$ cat src/adc_seq_defs.vh
// constants for the converter sequencing block
`ifndef ADC_SEQ_DEFS_VH
`define ADC_SEQ_DEFS_VH
`define NORMAL_CYCLES     5'h0d
`define FIRST_CYCLES      5'h19
`define SAMPLE_NORMAL     5'h01
`define SAMPLE_FIRST      5'h0d
`define FULL_SCALE        10'h3ff
`define ZERO_CODE         10'h000
`define CODE_SPAN         11'h400
`define MUX_TEMP_SENSOR   4'h8
`define MUX_BANDGAP       4'he
`define MUX_GROUND        4'hf
`define REF_EXTERNAL      2'h0
`define REF_SUPPLY        2'h1
`define REF_RESERVED      2'h2
`define REF_INTERNAL      2'h3
`define PRESCALE_W        7
`endif

$ cat src/adc_prescaler.v
// converter clock prescaler: one-cycle tick per converter clock edge
`timescale 1ns/1ns
`include "adc_seq_defs.vh"
module adc_prescaler (
  input  wire       clk,
  input  wire       rstn,
  input  wire       run,
  input  wire [2:0] div_sel,
  output reg        tick
);
  reg  [`PRESCALE_W-1:0] cnt_r;
  reg  [`PRESCALE_W-1:0] limit;

  always @* begin
    case (div_sel)
      3'h0, 3'h1: limit = 7'h01;
      3'h2:       limit = 7'h03;
      3'h3:       limit = 7'h07;
      3'h4:       limit = 7'h0f;
      3'h5:       limit = 7'h1f;
      3'h6:       limit = 7'h3f;
      default:    limit = 7'h7f;
    endcase
  end

  // held in reset while the converter is off
  always @(posedge clk or negedge rstn) begin
    if (!rstn) begin
      cnt_r <= 7'h00;
      tick  <= 1'b0;
    end else if (!run) begin
      cnt_r <= 7'h00;
      tick  <= 1'b0;
    end else if (cnt_r >= limit) begin
      cnt_r <= 7'h00;
      tick  <= 1'b1;
    end else begin
      cnt_r <= cnt_r + 7'h01;
      tick  <= 1'b0;
    end
  end
endmodule

$ cat src/adc_conversion_sequencing.v
// converter sequencing: start, timing, selection lock, result coding, sleep start
`timescale 1ns/1ns
`include "adc_seq_defs.vh"
module adc_conversion_sequencing (
  input  wire       clk,
  input  wire       rstn,
  input  wire       converter_enable_bit,
  input  wire       conversion_start_wr,
  input  wire       free_run,
  input  wire       done_irq_enable,
  input  wire       done_flag_clear,
  input  wire [2:0] prescale_sel,
  input  wire [3:0] input_channel_field,
  input  wire [1:0] ref_sel,
  input  wire       left_adjust,
  input  wire       low_byte_read,
  input  wire       high_byte_read,
  input  wire       core_halted,
  input  wire       sleep_noise_reduce,
  input  wire       sleep_idle,
  input  wire [9:0] sar_code,
  input  wire       sar_overrange,
  output reg        conversion_start_bit,
  output reg        conversion_done_flag,
  output reg        done_irq,
  output reg  [7:0] result_low_byte,
  output reg  [7:0] result_high_byte,
  output reg  [3:0] active_channel,
  output reg  [1:0] active_ref,
  output reg        temp_sensor_on,
  output reg        internal_ref_on,
  output reg        supply_ref_on,
  output reg        sample_hold,
  output reg        analog_on
);
  localparam S_IDLE = 3'b001;
  localparam S_CONV = 3'b010;
  localparam S_LAST = 3'b100;

  reg  [2:0] state_r;
  reg  [4:0] cnt_r;
  reg        first_r;
  reg        start_pend_r;
  reg        lock_r;
  reg        halt_s1_r;
  reg        halt_s2_r;
  reg        halt_d_r;
  reg        sleep_armed_r;
  reg  [9:0] data_r;
  reg        rd_block_r;
  wire       tick;
  wire       halt_rise;
  wire [9:0] coded;
  wire [4:0] total;

  adc_prescaler u_pre (
    .clk     (clk),
    .rstn    (rstn),
    .run     (converter_enable_bit),
    .div_sel (prescale_sel),
    .tick    (tick)
  );

  // core halt arrives from another domain
  always @(posedge clk or negedge rstn) begin
    if (!rstn) begin
      halt_s1_r <= 1'b0;
      halt_s2_r <= 1'b0;
      halt_d_r  <= 1'b0;
    end else begin
      halt_s1_r <= core_halted;
      halt_s2_r <= halt_s1_r;
      halt_d_r  <= halt_s2_r;
    end
  end
  assign halt_rise = halt_s2_r & ~halt_d_r;

  // other sleep states do not touch the enable
  always @(posedge clk or negedge rstn) begin
    if (!rstn)
      sleep_armed_r <= 1'b0;
    else
      sleep_armed_r <= (sleep_noise_reduce | sleep_idle) & converter_enable_bit &
                       ~free_run & done_irq_enable;
  end

  // saturate rather than wrap above the reference
  assign coded = sar_overrange ? `FULL_SCALE : sar_code;
  assign total = first_r ? `FIRST_CYCLES : `NORMAL_CYCLES;

  always @(posedge clk or negedge rstn) begin
    if (!rstn) begin
      state_r              <= S_IDLE;
      cnt_r                <= 5'h00;
      first_r              <= 1'b1;
      start_pend_r         <= 1'b0;
      conversion_start_bit <= 1'b0;
      conversion_done_flag <= 1'b0;
      done_irq             <= 1'b0;
      data_r               <= `ZERO_CODE;
      rd_block_r           <= 1'b0;
      sample_hold          <= 1'b0;
    end else if (!converter_enable_bit) begin
      state_r              <= S_IDLE;
      cnt_r                <= 5'h00;
      first_r              <= 1'b1;
      start_pend_r         <= 1'b0;
      conversion_start_bit <= 1'b0;
      sample_hold          <= 1'b0;
      if (done_flag_clear)
        conversion_done_flag <= 1'b0;
      done_irq <= conversion_done_flag & ~done_flag_clear & done_irq_enable;
    end else begin
      sample_hold <= 1'b0;
      if (high_byte_read)
        rd_block_r <= 1'b0;
      else if (low_byte_read)
        rd_block_r <= 1'b1;
      // start waits for the next converter clock edge
      if (conversion_start_wr || (halt_rise && sleep_armed_r && state_r == S_IDLE)) begin
        start_pend_r         <= 1'b1;
        conversion_start_bit <= 1'b1;
      end
      case (state_r)
        S_IDLE: begin
          if (tick && start_pend_r) begin
            start_pend_r <= 1'b0;
            cnt_r        <= 5'h01;
            state_r      <= S_CONV;
          end
        end
        S_CONV: begin
          if (tick) begin
            cnt_r <= cnt_r + 5'h01;
            if (cnt_r == (first_r ? `SAMPLE_FIRST : `SAMPLE_NORMAL))
              sample_hold <= 1'b1;
            if (cnt_r == total - 5'h01)
              state_r <= S_LAST;
          end
        end
        S_LAST: begin
          if (tick) begin
            // 13 or 25 converter clocks from start to done
            first_r <= 1'b0;
            if (!rd_block_r)
              data_r <= coded;
            if (free_run) begin
              cnt_r   <= 5'h01;
              state_r <= S_CONV;
            end else begin
              cnt_r                <= 5'h00;
              state_r              <= S_IDLE;
              conversion_start_bit <= conversion_start_wr;
            end
          end
        end
        default: state_r <= S_IDLE;
      endcase
      // set wins over clear; raised even when a sleep start was interrupted
      if (state_r == S_LAST && tick)
        conversion_done_flag <= 1'b1;
      else if (done_flag_clear)
        conversion_done_flag <= 1'b0;
      done_irq <= ((state_r == S_LAST && tick) | (conversion_done_flag & ~done_flag_clear)) &
                  done_irq_enable;
    end
  end

  // selection lock between start and the last converter clock
  always @(posedge clk or negedge rstn) begin
    if (!rstn)
      lock_r <= 1'b0;
    else
      lock_r <= (state_r == S_CONV) & converter_enable_bit;
  end

  always @(posedge clk or negedge rstn) begin
    if (!rstn) begin
      active_channel  <= 4'h0;
      active_ref      <= `REF_EXTERNAL;
      temp_sensor_on  <= 1'b0;
      internal_ref_on <= 1'b0;
      supply_ref_on   <= 1'b0;
      analog_on       <= 1'b0;
    end else begin
      analog_on <= converter_enable_bit;
      if (!lock_r && state_r != S_CONV) begin
        active_channel  <= input_channel_field;
        active_ref      <= ref_sel;
        temp_sensor_on  <= (input_channel_field == `MUX_TEMP_SENSOR);
        internal_ref_on <= (ref_sel == `REF_INTERNAL);
        supply_ref_on   <= (ref_sel == `REF_SUPPLY);
      end
    end
  end

  // result presentation follows the adjust bit at once
  always @(posedge clk or negedge rstn) begin
    if (!rstn) begin
      result_low_byte  <= 8'h00;
      result_high_byte <= 8'h00;
    end else if (left_adjust) begin
      result_low_byte  <= {data_r[1:0], 6'h00};
      result_high_byte <= data_r[9:2];
    end else begin
      result_low_byte  <= data_r[7:0];
      result_high_byte <= {6'h00, data_r[9:8]};
    end
  end
endmodule

$ cat config.mk
export PLATFORM = sky130hd
export DESIGN_NAME = adc_conversion_sequencing
export DESIGN_NICKNAME = d
export VERILOG_FILES = /design/src/adc_prescaler.v /design/src/adc_conversion_sequencing.v
export VERILOG_INCLUDE_DIRS = /design/src
export SDC_FILE = /design/constraint.sdc
export NUM_CORES = 1
export LEC_CHECK = 0
export ABC_AREA = 1
export ABC_CLOCK_PERIOD_IN_PS = 2800
export BUFFER_PORTS_ARGS = -buffer_cell sky130_fd_sc_hd__buf_2
export CAP_MARGIN = 20
export CORE_AREA = 2 2 86 67
export DETAILED_ROUTE_END_ITERATION = 10
export DIE_AREA = 0 0 88 69
export PLACE_DENSITY = 0.89
export SKIP_LAST_GASP = 1
export SYNTH_ARGS = -nofsm -noshare
export SYNTH_HDL_FRONTEND = slang
export SYNTH_SLANG_ARGS = --single-unit
$ cat constraint.sdc
create_clock -name clk -period 2.8 [get_ports clk]
set_input_delay 0.14 -clock clk [delete_from_list [all_inputs] [get_ports clk]]
set_output_delay 0.14 -clock clk [all_outputs]
set_load 0.005 [all_outputs]
# ---- Word-level counts from Yosys, hierarchy flattened
# Index checks and enable logic that the tools add are counted.
dict set report totals {
  output_inout_bits 30
  regBits 64
  in_bits 33
  wordCells 125
}
dict set report classes {
  n_bitwise 14
  n_eq_ne 22
  n_reduce_logical 15
  mux 45
  magnitude_cmp 1
  n_addsub 3
}
# op count
set op_table {}
lappend op_table {{case mux 7 bit (6 select lines)} 1}
lappend op_table {{two-way mux 1 bit} 25}
lappend op_table {{two-way mux 5 bit} 5}
lappend op_table {{two-way mux 8 bit} 2}
lappend op_table {{two-way mux 3 bit} 5}
lappend op_table {{case mux 5 bit (3 select lines)} 1}
lappend op_table {{two-way mux 7 bit} 2}
lappend op_table {{== test 3 bit (second input constant)} 4}
lappend op_table {{!= test 3 x 2 -> 1 bit (second input constant)} 4}
lappend op_table {{AND reduction 4 bit} 3}
lappend op_table {{two-way mux 10 bit} 1}
lappend op_table {{== test 3 x 2 -> 1 bit (second input constant)} 3}
lappend op_table {{case mux 3 bit (3 select lines)} 1}
lappend op_table {{AND 1 bit} 8}
lappend op_table {{adder 7 x 1 -> 7 bit (second input constant)} 1}
lappend op_table {{>= comparator 7 bit} 1}
lappend op_table {{== test 3 x 1 -> 1 bit (second input constant)} 2}
lappend op_table {{adder 5 x 1 -> 5 bit (second input constant)} 1}
lappend op_table {{== test 5 x 4 -> 1 bit} 1}
lappend op_table {{== test 5 bit} 1}
lappend op_table {{logical AND 1 bit} 5}
lappend op_table {{subtractor 5 x 1 -> 5 bit (second input constant)} 1}
lappend op_table {{== test 4 bit (second input constant)} 1}
lappend op_table {{two-way mux 4 bit} 1}
lappend op_table {{other kinds (14)} 20}

# ---- Logic depth before layout (Yosys ltp)
# Gate-level depths: netlist of run 1.
dict set report logic_depth {
  word_depth 10
  depth_mapped 9
  depth_no_buf 9
}

# ---- By module
# Synthesis of run 1 repeated with hierarchy kept, for this count alone.
dict set report unflattened {
  cells_unflattened 349
  area_unflattened_um2 3075.4
}
# module cells_each seq_area_each_um2 area_per_inst_um2 n_inst
set by_module_without_submodules {}
lappend by_module_without_submodules {adc_conversion_sequencing 272 1403.8 2504.9 1}
lappend by_module_without_submodules {adc_prescaler 77 200.2 570.5 1}

# ---- Worst setup path before layout of run 1
# Ideal clock, no wire load.
dict set report synth_timing {
  path_kind {input-to-reg}
  from {input port prescale_sel[1]}
  to {register u_pre.cnt_r[5]}
  t_required_ns 2.726
  cell_stages 7
  setup_ns 0.074
  n_path_buf 0
  setup_slack_ns 1.472
  arrival_time_ns 1.254
  cell_sequence {or2_2 -> nand2_1 -> ha_1 -> a21oi_1 -> o21a_1 -> nand3_1 -> nor2_1}
}
dict set report synth_via {
  elab_chain_cells 6
  word_cells_on_any_way 12
  cone_classes {1 x order compare; 6 x eq/ne; 3 x mux; 2 x reduce/logical}
}
# item line
set synth_lines {}
lappend synth_lines {{from (decl)} adc_conversion_sequencing.v:12} ;# input wire [2:0] prescale_sel,
lappend synth_lines {{== test 3 x 1 -> 1 bit or zero test 3 bit (tied branches)} adc_prescaler.v:15} ;# case (div_sel)
lappend synth_lines {{OR reduction 2 bit} adc_prescaler.v:15}
lappend synth_lines {{case mux 7 bit (6 select lines) (*)} adc_prescaler.v:15}
lappend synth_lines {{>= comparator 7 bit (*)} adc_prescaler.v:34} ;# end else if (cnt_r >= limit) begin
lappend synth_lines {{two-way mux 7 bit (*)} adc_prescaler.v:34}
lappend synth_lines {{two-way mux 7 bit (*)} adc_prescaler.v:31} ;# end else if (!run) begin
lappend synth_lines {{to (signal assigned)} adc_prescaler.v:38} ;# cnt_r <= cnt_r + 7'h01;
lappend synth_lines {{to (decl)} adc_prescaler.v:11} ;# reg [`PRESCALE_W-1:0] cnt_r;
# Mark *: on every way between the ends. The rest lies on a longest branch, timed or not.
# A chain may end at the register's enable or synchronous reset.

# ---- Worst setup path after layout of run 1
dict set report layout_timing {
  from {register state_r[1]}
  to {register data_r[8]}
}
dict set report layout_via {
  elab_chain_cells 2
}
# item line
set layout_lines {}
lappend layout_lines {{from (decl)} adc_conversion_sequencing.v:40} ;# reg [2:0] state_r;
lappend layout_lines {{from (signal assigned)} adc_conversion_sequencing.v:93} ;# state_r <= S_IDLE;
lappend layout_lines {{from (signal assigned)} adc_conversion_sequencing.v:104} ;# state_r <= S_IDLE;
lappend layout_lines {{from (signal assigned)} adc_conversion_sequencing.v:129} ;# state_r <= S_CONV;
lappend layout_lines {{== test 3 bit} adc_conversion_sequencing.v:124} ;# case (state_r)
lappend layout_lines {{AND reduction 4 bit (no source line)} -}
lappend layout_lines {{to (signal assigned)} adc_conversion_sequencing.v:100} ;# data_r <= `ZERO_CODE;
lappend layout_lines {{to (signal assigned)} adc_conversion_sequencing.v:146} ;# data_r <= coded;
lappend layout_lines {{to (decl)} adc_conversion_sequencing.v:49} ;# reg [9:0] data_r;
# No other way between the ends.

==> results.py, run 1 <==
metrics = {
    "run_status": {
        "run_status": "finished, final reports clean",
    },
    "floorplanning": {
        "std_cell_rows": 23,
        "chipHeight_um": 69,
        "ioPinCount": 63,
        "die_area_um2": 6070,
        "coreArea_um2": 5210,
        "start_util_pct": 56.4,
        "die_width_um": 88,
    },
    "critical_path": {
        "r2r_setup_slack_ns": 1.27,
        "rr_endpoint": "data_r[8]",
        "crit_path_top_delay_cell": "dfrtp_1",
        "reg2reg_from": "state_r[1]",
        "worstPathMaxFanout": 20,
        "critPathLaunchType": "flop",
        "critPathKind": "flop to flop",
        "critPathTopFamily": "simple AND/OR/NAND/NOR gates",
        "worstPathCellList": "nor2_2, nand2_2, inv_2, nand3_2, nand2_1, o21ai_1",
        "max_stage_delay_ns": 0.46,
        "ff2ff_path_depth": 6,
        "crit_buf_inv": 1,
        "required_ns": 3.03,
        "cp_data_arrival_time_ns": 1.75,
        "endpoint_kind": "flop",
    },
    "sta": {
        "max-slew-margin-rel_pct": 61.4,
        "period_share_pct": 54.5,
        "slew_violations": 0,
        "rsz0062_at_grt": "false",
        "skew_ns": 0.00594,
        "worstMarginPinSlew_ns": 0.579,
        "fmax_mhz": 656,
        "finalHoldViolCount": 0,
        "postLayoutSetupSlackWorst_ns": 1.27,
        "finalSetupViolCount": 0,
        "fin_tns_setup_ns": 0,
        "min_period_ns": 1.53,
    },
    "placed_design": {
        "dpl.hpwl_um": 4380,
        "dpl_cell_area_um2": 3320,
        "dpl_worst_slack_ns": 1.13,
        "port_buffers": 62,
        "finalWeightedCongestion": 0.869,
    },
    "synth": {
        "ys_types": 32,
        "synth_most_common_cell": "nand2_1",
        "synth_common_cells": "nand2_1 (69), dfrtp_1 (62), inv_1 (43), nor2_1 (40), nand3_1 (19)",
        "synth.avg_cell_area_um2": 8.88,
        "syn_nets": 374,
        "synth.yosys.seq_area_share_pct": 54.6,
        "ys_ff_latch": 64,
        "synth_area_um2": 2940,
        "synth_edf_count": 0,
        "async_flop_share_pct": 100,
        "synth.largest_area_cell": "dfrtp_1",
        "netlist_instances": 331,
        "synth-main-ff-cell": "dfrtp_1",
        "ys_top_cells_by_area": "dfrtp_1 (53%), nand2_1 (8.8%), inv_1 (5.5%)",
        "synth_top_area_share_pct": 52.8,
        "ys_warn_count": 0,
    },
    "power": {
        "power_mw": 2.33,
        "p_per_area_nw_per_um2": 655,
        "peakVddDrop_mv": 0.363,
        "p_leak_nw": 1.93,
    },
    "global_route": {
        "busiest_layer": "met2",
        "grt_pass1_wl_um": 10000,
        "grt_use_met3_pct": 7.66,
        "grt_max_degree": 29,
        "grt_use_met2_pct": 35.3,
        "grt_overflow": 0,
        "antenna_found_initial": 0,
        "grt_use_met1_pct": 25.9,
        "grt_util_all_layers_pct": 21.8,
        "grt_pass1_vias": 2376,
    },
    "drt": {
        "ant_nets": 0,
        "vias": 2384,
        "routed_wl_um": 5910,
        "drc": 0,
        "wl_per_cell_um": 12.3,
        "via_per_inst": 4.97,
        "dr.pass1.iters": 4,
        "drt_iter0_drc": 118,
    },
    "finish": {
        "layout.nets": 443,
        "post-route-util_pct": 68.2,
        "area_delta_synth_final_pct": 20.8,
        "stdcell_area_um2": 3550,
        "n_antenna_cell": 0,
        "drive_above_1_share_pct": 25.4,
    },
    "clock_tree": {
        "ctsHtreeMaxLevel": 3,
        "clk_latency_ns": 0.35,
        "cts-resized-gates": 0,
        "root_buffer": "clkbuf_8",
        "clk_path_buf_depth": 2,
        "cts_tree": "yes",
        "post_cts_buffers": 0,
        "cts_sinks": 64,
        "hold_buffers": 2,
        "path_clk_slew_ns": 0.07,
        "numCtsBuffers": 9,
    },
    "worst_hold_path": {
        "hp-start": "ref_sel[1]",
        "hold_path_class": "primary input to flop",
        "min_to": "supply_ref_on",
        "holdPathStages": 2,
    },
    "flow_run": {
        "max-cap-violations": 0,
    },
}
registers in the layout, indices dropped and copies added, names as in the netlist, 2 cells and up:
register          flops
active_channel        4
active_ref            2
cnt_r                 5
data_r               10
result_high_byte      8
result_low_byte       8
state_r               3
u_pre.cnt_r           7
cell families (layout without fill, tap and decap cells):
group	count (synthesis)	in the layout	synth area share, %
flip-flops	64	64	54.6
multiplexers	1	1	0.383
buffers and inverters	55	129	7.36
AO/OA/AOI/OAI	42	42	7.92
adder cells (fa/ha/maj)	10	10	4.26
XOR/XNOR	7	7	2.09
AND/OR/NAND/NOR	152	152	23.4
routing by layer:
layer  up-vias  wire [µm]  part of all wire, %
li1       1177          -                    -
met1      1100       2440                   41
met2        85       2950                   50
met3        22        358                  6.1
met4         0        160                  2.7
met5         -          0                    0
final cells by class:
type / count / area (µm²)
well taps: 75 / 93.8
repair buffers: 67 / 355
fillers: 405 / 1660
clock buffers: 10 / 138
inverters: 46 / 173
flip-flops and latches: 64 / 1600
clock inverters: 6 / 67.6
multi-input cells: 212 / 1120
report_power, final:
group          switching [mW]  total, mW  internal, mW
Combinational           0.285      0.456         0.170
Sequential             0.0658       1.07          1.00
Clock                   0.362      0.799         0.437
worst max-delay path by stage:
stage / from / endpoint / slack (ns) / depth (start not counted)
after floorplan: prescale_sel[1] / u_pre.cnt_r[5] / 1.47 / 7
after global placement: prescale_sel[1] / u_pre.cnt_r[5] / 1.25 / 9
after detailed placement: prescale_sel[1] / u_pre.cnt_r[4] / 1.13 / 9
after CTS: state_r[1] / data_r[8] / 1.25 / 6
after global routing: u_pre.cnt_r[2] / u_pre.cnt_r[5] / 1.10 / 6
final: state_r[1] / data_r[8] / 1.27 / 6
stage by stage:
step / hold WS [ns] / cells
final: 0.0182 / 480
after global routing: 0.0170 / 480
after CTS: 0.000924 / 479
after detailed placement: 0.176 / 461
after global placement: 0.174 / 461
after floorplan: -0.156 / 331
layout by cell type, fill, tap and decap left out, types with 4 or more instances in the layout:
| master | netlist | routed |
|---|---|---|
| o21ai_0 | 10 | 10 |
| xnor2_1 | 4 | 4 |
| inv_1 | 43 | 43 |
| nor2_2 | 4 | 4 |
| buf_2 | 5 | 62 |
| ha_1 | 10 | 10 |
| o21ai_1 | 13 | 13 |
| nand2_1 | 69 | 69 |
| dfrtp_1 | 62 | 62 |
| a21oi_1 | 13 | 13 |
| nand4_1 | 5 | 5 |
| nor2_1 | 40 | 40 |
| nand2_2 | 4 | 4 |
| nand3_1 | 19 | 19 |
| clkbuf_8 | 0 | 10 |
Power figures use the tool's default switching activity.
==> run 2: changes to the inputs <==
--- a/config.mk
+++ b/config.mk
@@ -7,13 +7,13 @@
 export NUM_CORES = 1
 export LEC_CHECK = 0
 export ABC_AREA = 1
-export ABC_CLOCK_PERIOD_IN_PS = 2800
+export ABC_CLOCK_PERIOD_IN_PS = 1300
 export BUFFER_PORTS_ARGS = -buffer_cell sky130_fd_sc_hd__buf_2
 export CAP_MARGIN = 20
-export CORE_AREA = 2 2 86 67
+export CORE_AREA = 2 2 93 73
 export DETAILED_ROUTE_END_ITERATION = 10
-export DIE_AREA = 0 0 88 69
-export PLACE_DENSITY = 0.89
+export DIE_AREA = 0 0 95 75
+export PLACE_DENSITY = 0.81
 export SKIP_LAST_GASP = 1
 export SYNTH_ARGS = -nofsm -noshare
 export SYNTH_HDL_FRONTEND = slang
==> constraint.sdc (replaced) <==
create_clock -name clk -period 1.3 [get_ports clk]
set_input_delay 0.065 -clock clk [delete_from_list [all_inputs] [get_ports clk]]
set_output_delay 0.065 -clock clk [all_outputs]
set_load 0.005 [all_outputs]
==> run 2 against run 1 <==
The flow now finishes with violations (negative setup slack). Non-clock buffer count increased by 47. Power grew to 2.5 times the previous value. Clock skew up 0.0037 ns. Setup slack worse by 1.4 ns. Via count increased by 11%. Critical path type unchanged. Critical endpoint is now cnt_r[0]. Largest power group unchanged.
==> results.py, run 2 (same netlist as run 1, synthesis figures left out) <==
metrics = {
    "run_status": {
        "run_status": "finished, violations left",
        "failed_checks": "negative setup slack",
    },
    "critical_path": {
        "critPathTopFamily": "simple AND/OR/NAND/NOR gates",
        "worstPathMaxFanout": 5,
        "reg2reg_from": "state_r[0]",
        "crit_path_top_delay_cell": "dfstp_2",
        "cp_data_arrival_time_ns": 1.63,
        "path_common_cell": "nand2_1",
        "path_depth": 7,
        "worstPathCellList": "nand2_2, nand2_1, inv_1, nand2_2, nand3_4, nand2_1, nand2_1",
        "startpoint": "state_r[0]",
        "critPathLaunchType": "flop",
        "critPathKind": "flop to flop",
        "max_stage_delay_ns": 0.60,
        "ff2ff_path_depth": 7,
        "required_ns": 1.53,
        "crit_buf_inv": 1,
        "endpoint_kind": "flop",
        "r2r_setup_slack_ns": -0.11,
    },
    "clock_tree": {
        "clk_path_buf_depth": 2,
        "cts_sinks": 64,
        "numCtsBuffers": 9,
        "root_buffer": "clkbuf_8",
        "cts_tree": "yes",
        "ctsHtreeMaxLevel": 3,
        "path_clk_slew_ns": 0.07,
        "clk_latency_ns": 0.35,
    },
    "finish": {
        "top_register": "data_r",
        "n_antenna_cell": 0,
        "area_delta_synth_final_pct": 42.3,
        "drive_above_1_share_pct": 35.2,
        "post-route-util_pct": 67.9,
        "nFillCells": 443,
        "largest_reg_flops": 10,
        "reg_top3": "data_r: 10 flops, result_high_byte: 8 flops, result_low_byte: 8 flops",
        "seq_area_um2": 1610,
        "final_common_cell": "nand2_1",
        "stdcell_area_um2": 4190,
        "layout_common_cells": "nand2_1 (66), buf_2 (62), dfrtp_1 (60), inv_1 (41), nor2_1 (31)",
        "layout.nets": 490,
        "multi_input_area_um2": 1270,
    },
    "power": {
        "p_leak_nw": 2.20,
        "p_per_area_nw_per_um2": 1390,
        "peakVddDrop_mv": 0.854,
        "power_mw": 5.82,
    },
    "sta": {
        "slew_violations": 0,
        "whs_ns": 0.0245,
        "rsz0062_at_grt": "true",
        "fmax_mhz": 712,
        "worstMarginPinSlew_ns": 0.343,
        "finalSetupViolCount": 24,
        "skew_ns": 0.00966,
        "postLayoutSetupSlackWorst_ns": -0.105,
        "finalHoldViolCount": 0,
        "max-slew-margin-rel_pct": 77.1,
        "min_period_ns": 1.41,
        "period_share_pct": 108,
    },
    "global_route": {
        "grt_pass1_wl_um": 11500,
        "grt_max_degree": 65,
        "grt_overflow": 0,
        "grt_util_all_layers_pct": 21.5,
        "antenna_found_initial": 0,
        "grt_pass1_vias": 2611,
    },
    "flow_run": {
        "max-cap-violations": 0,
    },
    "placed_design": {
        "dpl_cell_area_um2": 3460,
        "finalWeightedCongestion": 0.880,
        "dpl.hpwl_um": 4620,
        "port_buffers": 62,
    },
    "drt": {
        "via_per_inst": 4.98,
        "dr.pass1.iters": 4,
        "wl_per_cell_um": 13.9,
        "drt_iter0_drc": 144,
        "drc": 0,
        "vias": 2655,
        "routed_wl_um": 7410,
        "ant_nets": 0,
    },
    "worst_hold_path": {
        "hp-start": "ref_sel[0]",
        "hold_path_class": "primary input to flop",
        "holdPathStages": 3,
    },
    "floorplanning": {
        "start_util_pct": 47.7,
        "die_area_um2": 7130,
        "die_width_um": 95,
        "ioPinCount": 63,
        "std_cell_rows": 25,
        "chipHeight_um": 75,
        "coreArea_um2": 6160,
    },
}
==> run 2: cell count changes in the layout (fill, tap and decap cells not counted), moves of 4 or more <==
cell           before  now
buf_4               2   25
nor2_1             40   31
ha_1               10    6
nor2_2              4   10
nand3_1            19   14
dlygate4sd3_1       3   22
==> run 2: metrics by stage <==
step,instances,setup TNS (ns),setup WS (ns)
global placement,481,-0.573,-0.0784
detailed placement,481,-1.88,-0.188
global route,533,-2.76,-0.179
floorplan,331,0,0.0308
finish,533,-0.823,-0.105
CTS,526,-0.317,-0.0475
==> run 2: tightest hold or removal path, stage by stage <==
cell and delay (ns):
buf_2 0.07, nand3_1 0.11, nand2_1 0.09
==> run 2: layer usage <==
metal / global-route usage, % / wire (µm)
met5: 0 / 0
met4: 9.82 / 214
met3: 6.61 / 438
met2: 37.3 / 3800
met1: 25.0 / 2960
==> run 2: cell type report <==
type / count / share of cell area, %
Tap cell: 81 / 2.42
Clock inverter: 4 / 1.82
Inverter: 46 / 4.19
Timing Repair Buffer: 114 / 19.1
Sequential cell: 64 / 38.4
Multi-Input combinational cell: 212 / 30.3
Clock buffer: 12 / 3.71
==> run 2: report_power, final <==
| part | internal (mW) | leakage [nW] | total, mW | switching [mW] |
|---|---|---|---|---|
| logic | 0.704 | 1.25 | 1.53 | 0.823 |
| registers | 2.17 | 0.844 | 2.32 | 0.155 |
| clock network | 1.19 | 0.113 | 1.97 | 0.781 |
==> run 2: worst paths after layout <==
path                                  to
max                             cnt_r[0]
min                        active_ref[0]
max reg2reg                     cnt_r[0]
min reg2reg                    halt_s2_r
max in group asynchronous     state_r[0]
min in group asynchronous      halt_s2_r
==> run 2: repair_timing <==
item | CTS | global route
hold buffers | 22 | 0
cloned | 0 | 0
endpoints found under the setup margin | 24 | 33
pin swaps | 15 | 12
hold endpoints to repair | 84 | 0
setup buffers | 7 | 7
gates resized for setup | 17 | 24
==> run 3: changes to the inputs <==
--- a/config.mk
+++ b/config.mk
@@ -10,10 +10,11 @@
 export ABC_CLOCK_PERIOD_IN_PS = 1300
 export BUFFER_PORTS_ARGS = -buffer_cell sky130_fd_sc_hd__buf_2
 export CAP_MARGIN = 20
-export CORE_AREA = 2 2 93 73
+export CORE_AREA = 2 2 103 80
 export DETAILED_ROUTE_END_ITERATION = 10
-export DIE_AREA = 0 0 95 75
-export PLACE_DENSITY = 0.81
+export DIE_AREA = 0 0 105 82
+export PLACE_DENSITY = 0.69
+export SETUP_SLACK_MARGIN = 0.5
 export SKIP_LAST_GASP = 1
 export SYNTH_ARGS = -nofsm -noshare
 export SYNTH_HDL_FRONTEND = slang
==> run 3 against run 2 <==
Non-clock buffer count is 10 higher. Cell count grew 6.4%. Count of clock-buffer cells in the layout decreased by 2. Utilization is 11 points lower. Largest cell class unchanged. Combinational power hardly changed. The run still ends with negative setup slack left. Setup slack gained 0.062 ns. Clock skew down 0.0024 ns. First-iteration DRC count grew 6.9%. Critical endpoint is now state_r[1]. Fmax is 4.6% higher. Highest routed layer unchanged. Clock power fell by 11%.
==> results.py, run 3 (same netlist as run 1, synthesis figures left out) <==
metrics = {
    "run_status": {
        "run_status": "finished, violations left",
        "failed_checks": "negative setup slack",
    },
    "drt": {
        "ant_nets": 0,
        "vias": 2566,
        "via_per_inst": 4.53,
        "dr.pass1.iters": 4,
        "top_layer": "met4",
        "drt_iter0_drc": 154,
        "routed_wl_um": 7000,
        "drc": 0,
        "met1Wirelength_um": 3040,
        "wl_per_cell_um": 12.3,
        "wl_met3_um": 347,
        "wl_met2_um": 3520,
    },
    "power": {
        "p_leak_nw": 2.25,
        "p_per_area_nw_per_um2": 1300,
        "peakVddDrop_mv": 0.793,
    },
    "finish": {
        "drive_above_1_share_pct": 38.3,
        "area_delta_synth_final_pct": 47.3,
        "layout_common_cells": "buf_2 (61), dfrtp_1 (60), nand2_1 (59), inv_1 (42), nor2_1 (33)",
        "post-route-util_pct": 56.7,
        "largest_reg_flops": 10,
        "multi_input_area_um2": 1320,
        "final_common_cell": "buf_2",
        "nFillCells": 706,
        "stdcell_area_um2": 4330,
        "reg_top3": "data_r: 10 flops, result_high_byte: 8 flops, result_low_byte: 8 flops",
        "seq_area_um2": 1610,
        "top_register": "data_r",
        "layout.nets": 500,
        "n_antenna_cell": 0,
    },
    "critical_path": {
        "ff2ff_path_depth": 7,
        "reg2reg_from": "state_r[0]",
        "cp_data_arrival_time_ns": 1.59,
        "endpoint_kind": "flop",
        "worstPathMaxFanout": 5,
        "critPathLaunchType": "flop",
        "rr_endpoint": "state_r[1]",
        "r2r_setup_slack_ns": -0.04,
        "critPathKind": "flop to flop",
        "required_ns": 1.54,
    },
    "global_route": {
        "grt_pass1_wl_um": 11000,
        "grt_max_degree": 22,
        "grt_util_all_layers_pct": 16.6,
        "antenna_found_initial": 0,
        "grt_overflow": 0,
        "grt_pass1_vias": 2460,
    },
    "sta": {
        "finalSetupViolCount": 18,
        "whs_ns": 0.0510,
        "postLayoutSetupSlackWorst_ns": -0.0436,
        "fmax_mhz": 744,
        "skew_ns": 0.00725,
        "rsz0062_at_grt": "true",
        "period_share_pct": 103,
        "min_period_ns": 1.34,
        "slew_violations": 0,
        "max-slew-margin-rel_pct": 78.5,
        "finalHoldViolCount": 0,
        "fin_tns_setup_ns": -0.357,
        "worstMarginPinSlew_ns": 0.323,
    },
    "floorplanning": {
        "std_cell_rows": 28,
        "coreArea_um2": 7640,
        "die_width_um": 105,
        "die_area_um2": 8610,
        "ioPinCount": 63,
        "start_util_pct": 38.5,
        "chipHeight_um": 82,
    },
    "clock_tree": {
        "ctsHtreeMaxLevel": 3,
        "numCtsBuffers": 9,
        "clk_latency_ns": 0.35,
        "clk_path_buf_depth": 2,
        "root_buffer": "clkbuf_8",
        "path_clk_slew_ns": 0.07,
        "cts_tree": "yes",
        "cts_sinks": 64,
    },
    "flow_run": {
        "max-cap-violations": 0,
    },
    "worst_hold_path": {
        "hp-start": "sleep_noise_reduce",
        "hold_path_class": "primary input to flop",
        "holdPathStages": 3,
        "min_to": "sleep_armed_r",
    },
    "placed_design": {
        "dpl_cell_area_um2": 3550,
        "finalWeightedCongestion": 0.854,
        "dpl.hpwl_um": 4570,
        "port_buffers": 62,
        "dpl_worst_slack_ns": -0.158,
    },
}
-- run 3: changes by cell type in the layout (fill, tap and decap cells not counted), moves of 3 or more --
| cell | before | now |
|---|---|---|
| nand3_2 | 5 | 2 |
| nand2_2 | 5 | 11 |
| buf_4 | 25 | 32 |
| o21ai_2 | 1 | 5 |
| buf_6 | 2 | 5 |
| nand2_1 | 66 | 59 |
| o21ai_0 | 7 | 4 |
-- run 3: repair_timing --
action,4_1_cts,5_1_grt
endpoints found under the hold margin,73,1
pin swaps,7,11
endpoints found under the setup margin,72,85
resized for setup,26,28
setup buffers,11,7
hold buffers,21,1
-- run 3: worst max path at each step --
| stage | from | end | slack (ns) | cells after the start |
|---|---|---|---|---|
| after floorplan | u_pre.cnt_r[4] | u_pre.cnt_r[0] | 0.06 | 5 |
| after global placement | prescale_sel[1] | u_pre.cnt_r[0] | -0.11 | 8 |
| after detailed placement | prescale_sel[1] | u_pre.cnt_r[5] | -0.16 | 9 |
| after CTS | state_r[0] | cnt_r[4] | -0.03 | 8 |
| after global routing | state_r[0] | cnt_r[0] | -0.12 | 8 |
| final | state_r[0] | state_r[1] | -0.04 | 7 |
-- run 3: worst max-delay path: stages, from the launching register on --
cell	delay (ns)
dfstp_2	0.59
nor2_2	0.07
nand2_2	0.12
nand2_4	0.10
a21oi_4	0.19
nand2_1	0.07
nand2_1	0.06
nand2_1	0.05
-- run 3: stage by stage --
stage | total power, mW | instances
after global placement | 3.46 | 511
final | 5.63 | 567
after CTS | 5.48 | 559
after detailed placement | 3.49 | 511
after floorplan | 3.03 | 331
after global routing | 5.95 | 567
-- run 3: cell type report --
class / count / area share [%]
inverter: 46 / 4.05
timing repair buffer: 124 / 20.5
sequential: 64 / 37.1
multi-input combinational: 212 / 30.5
clock inverter: 6 / 1.56
tap: 105 / 3.03
clock buffer: 10 / 3.18
-- run 3: where the power goes --
group | total, mW | internal [mW] | leakage, nW | switching (mW)
combinational | 1.56 | 0.741 | 1.31 | 0.819
clock | 1.76 | 0.943 | 0.0989 | 0.818
sequential | 2.31 | 2.17 | 0.844 | 0.144
-- run 3: per-layer routing --
layer,up-vias,track usage [%]
li1,1293,-
met3,12,5.56
met1,1196,19.8
met2,65,28.1
met5,-,0
met4,0,6.93
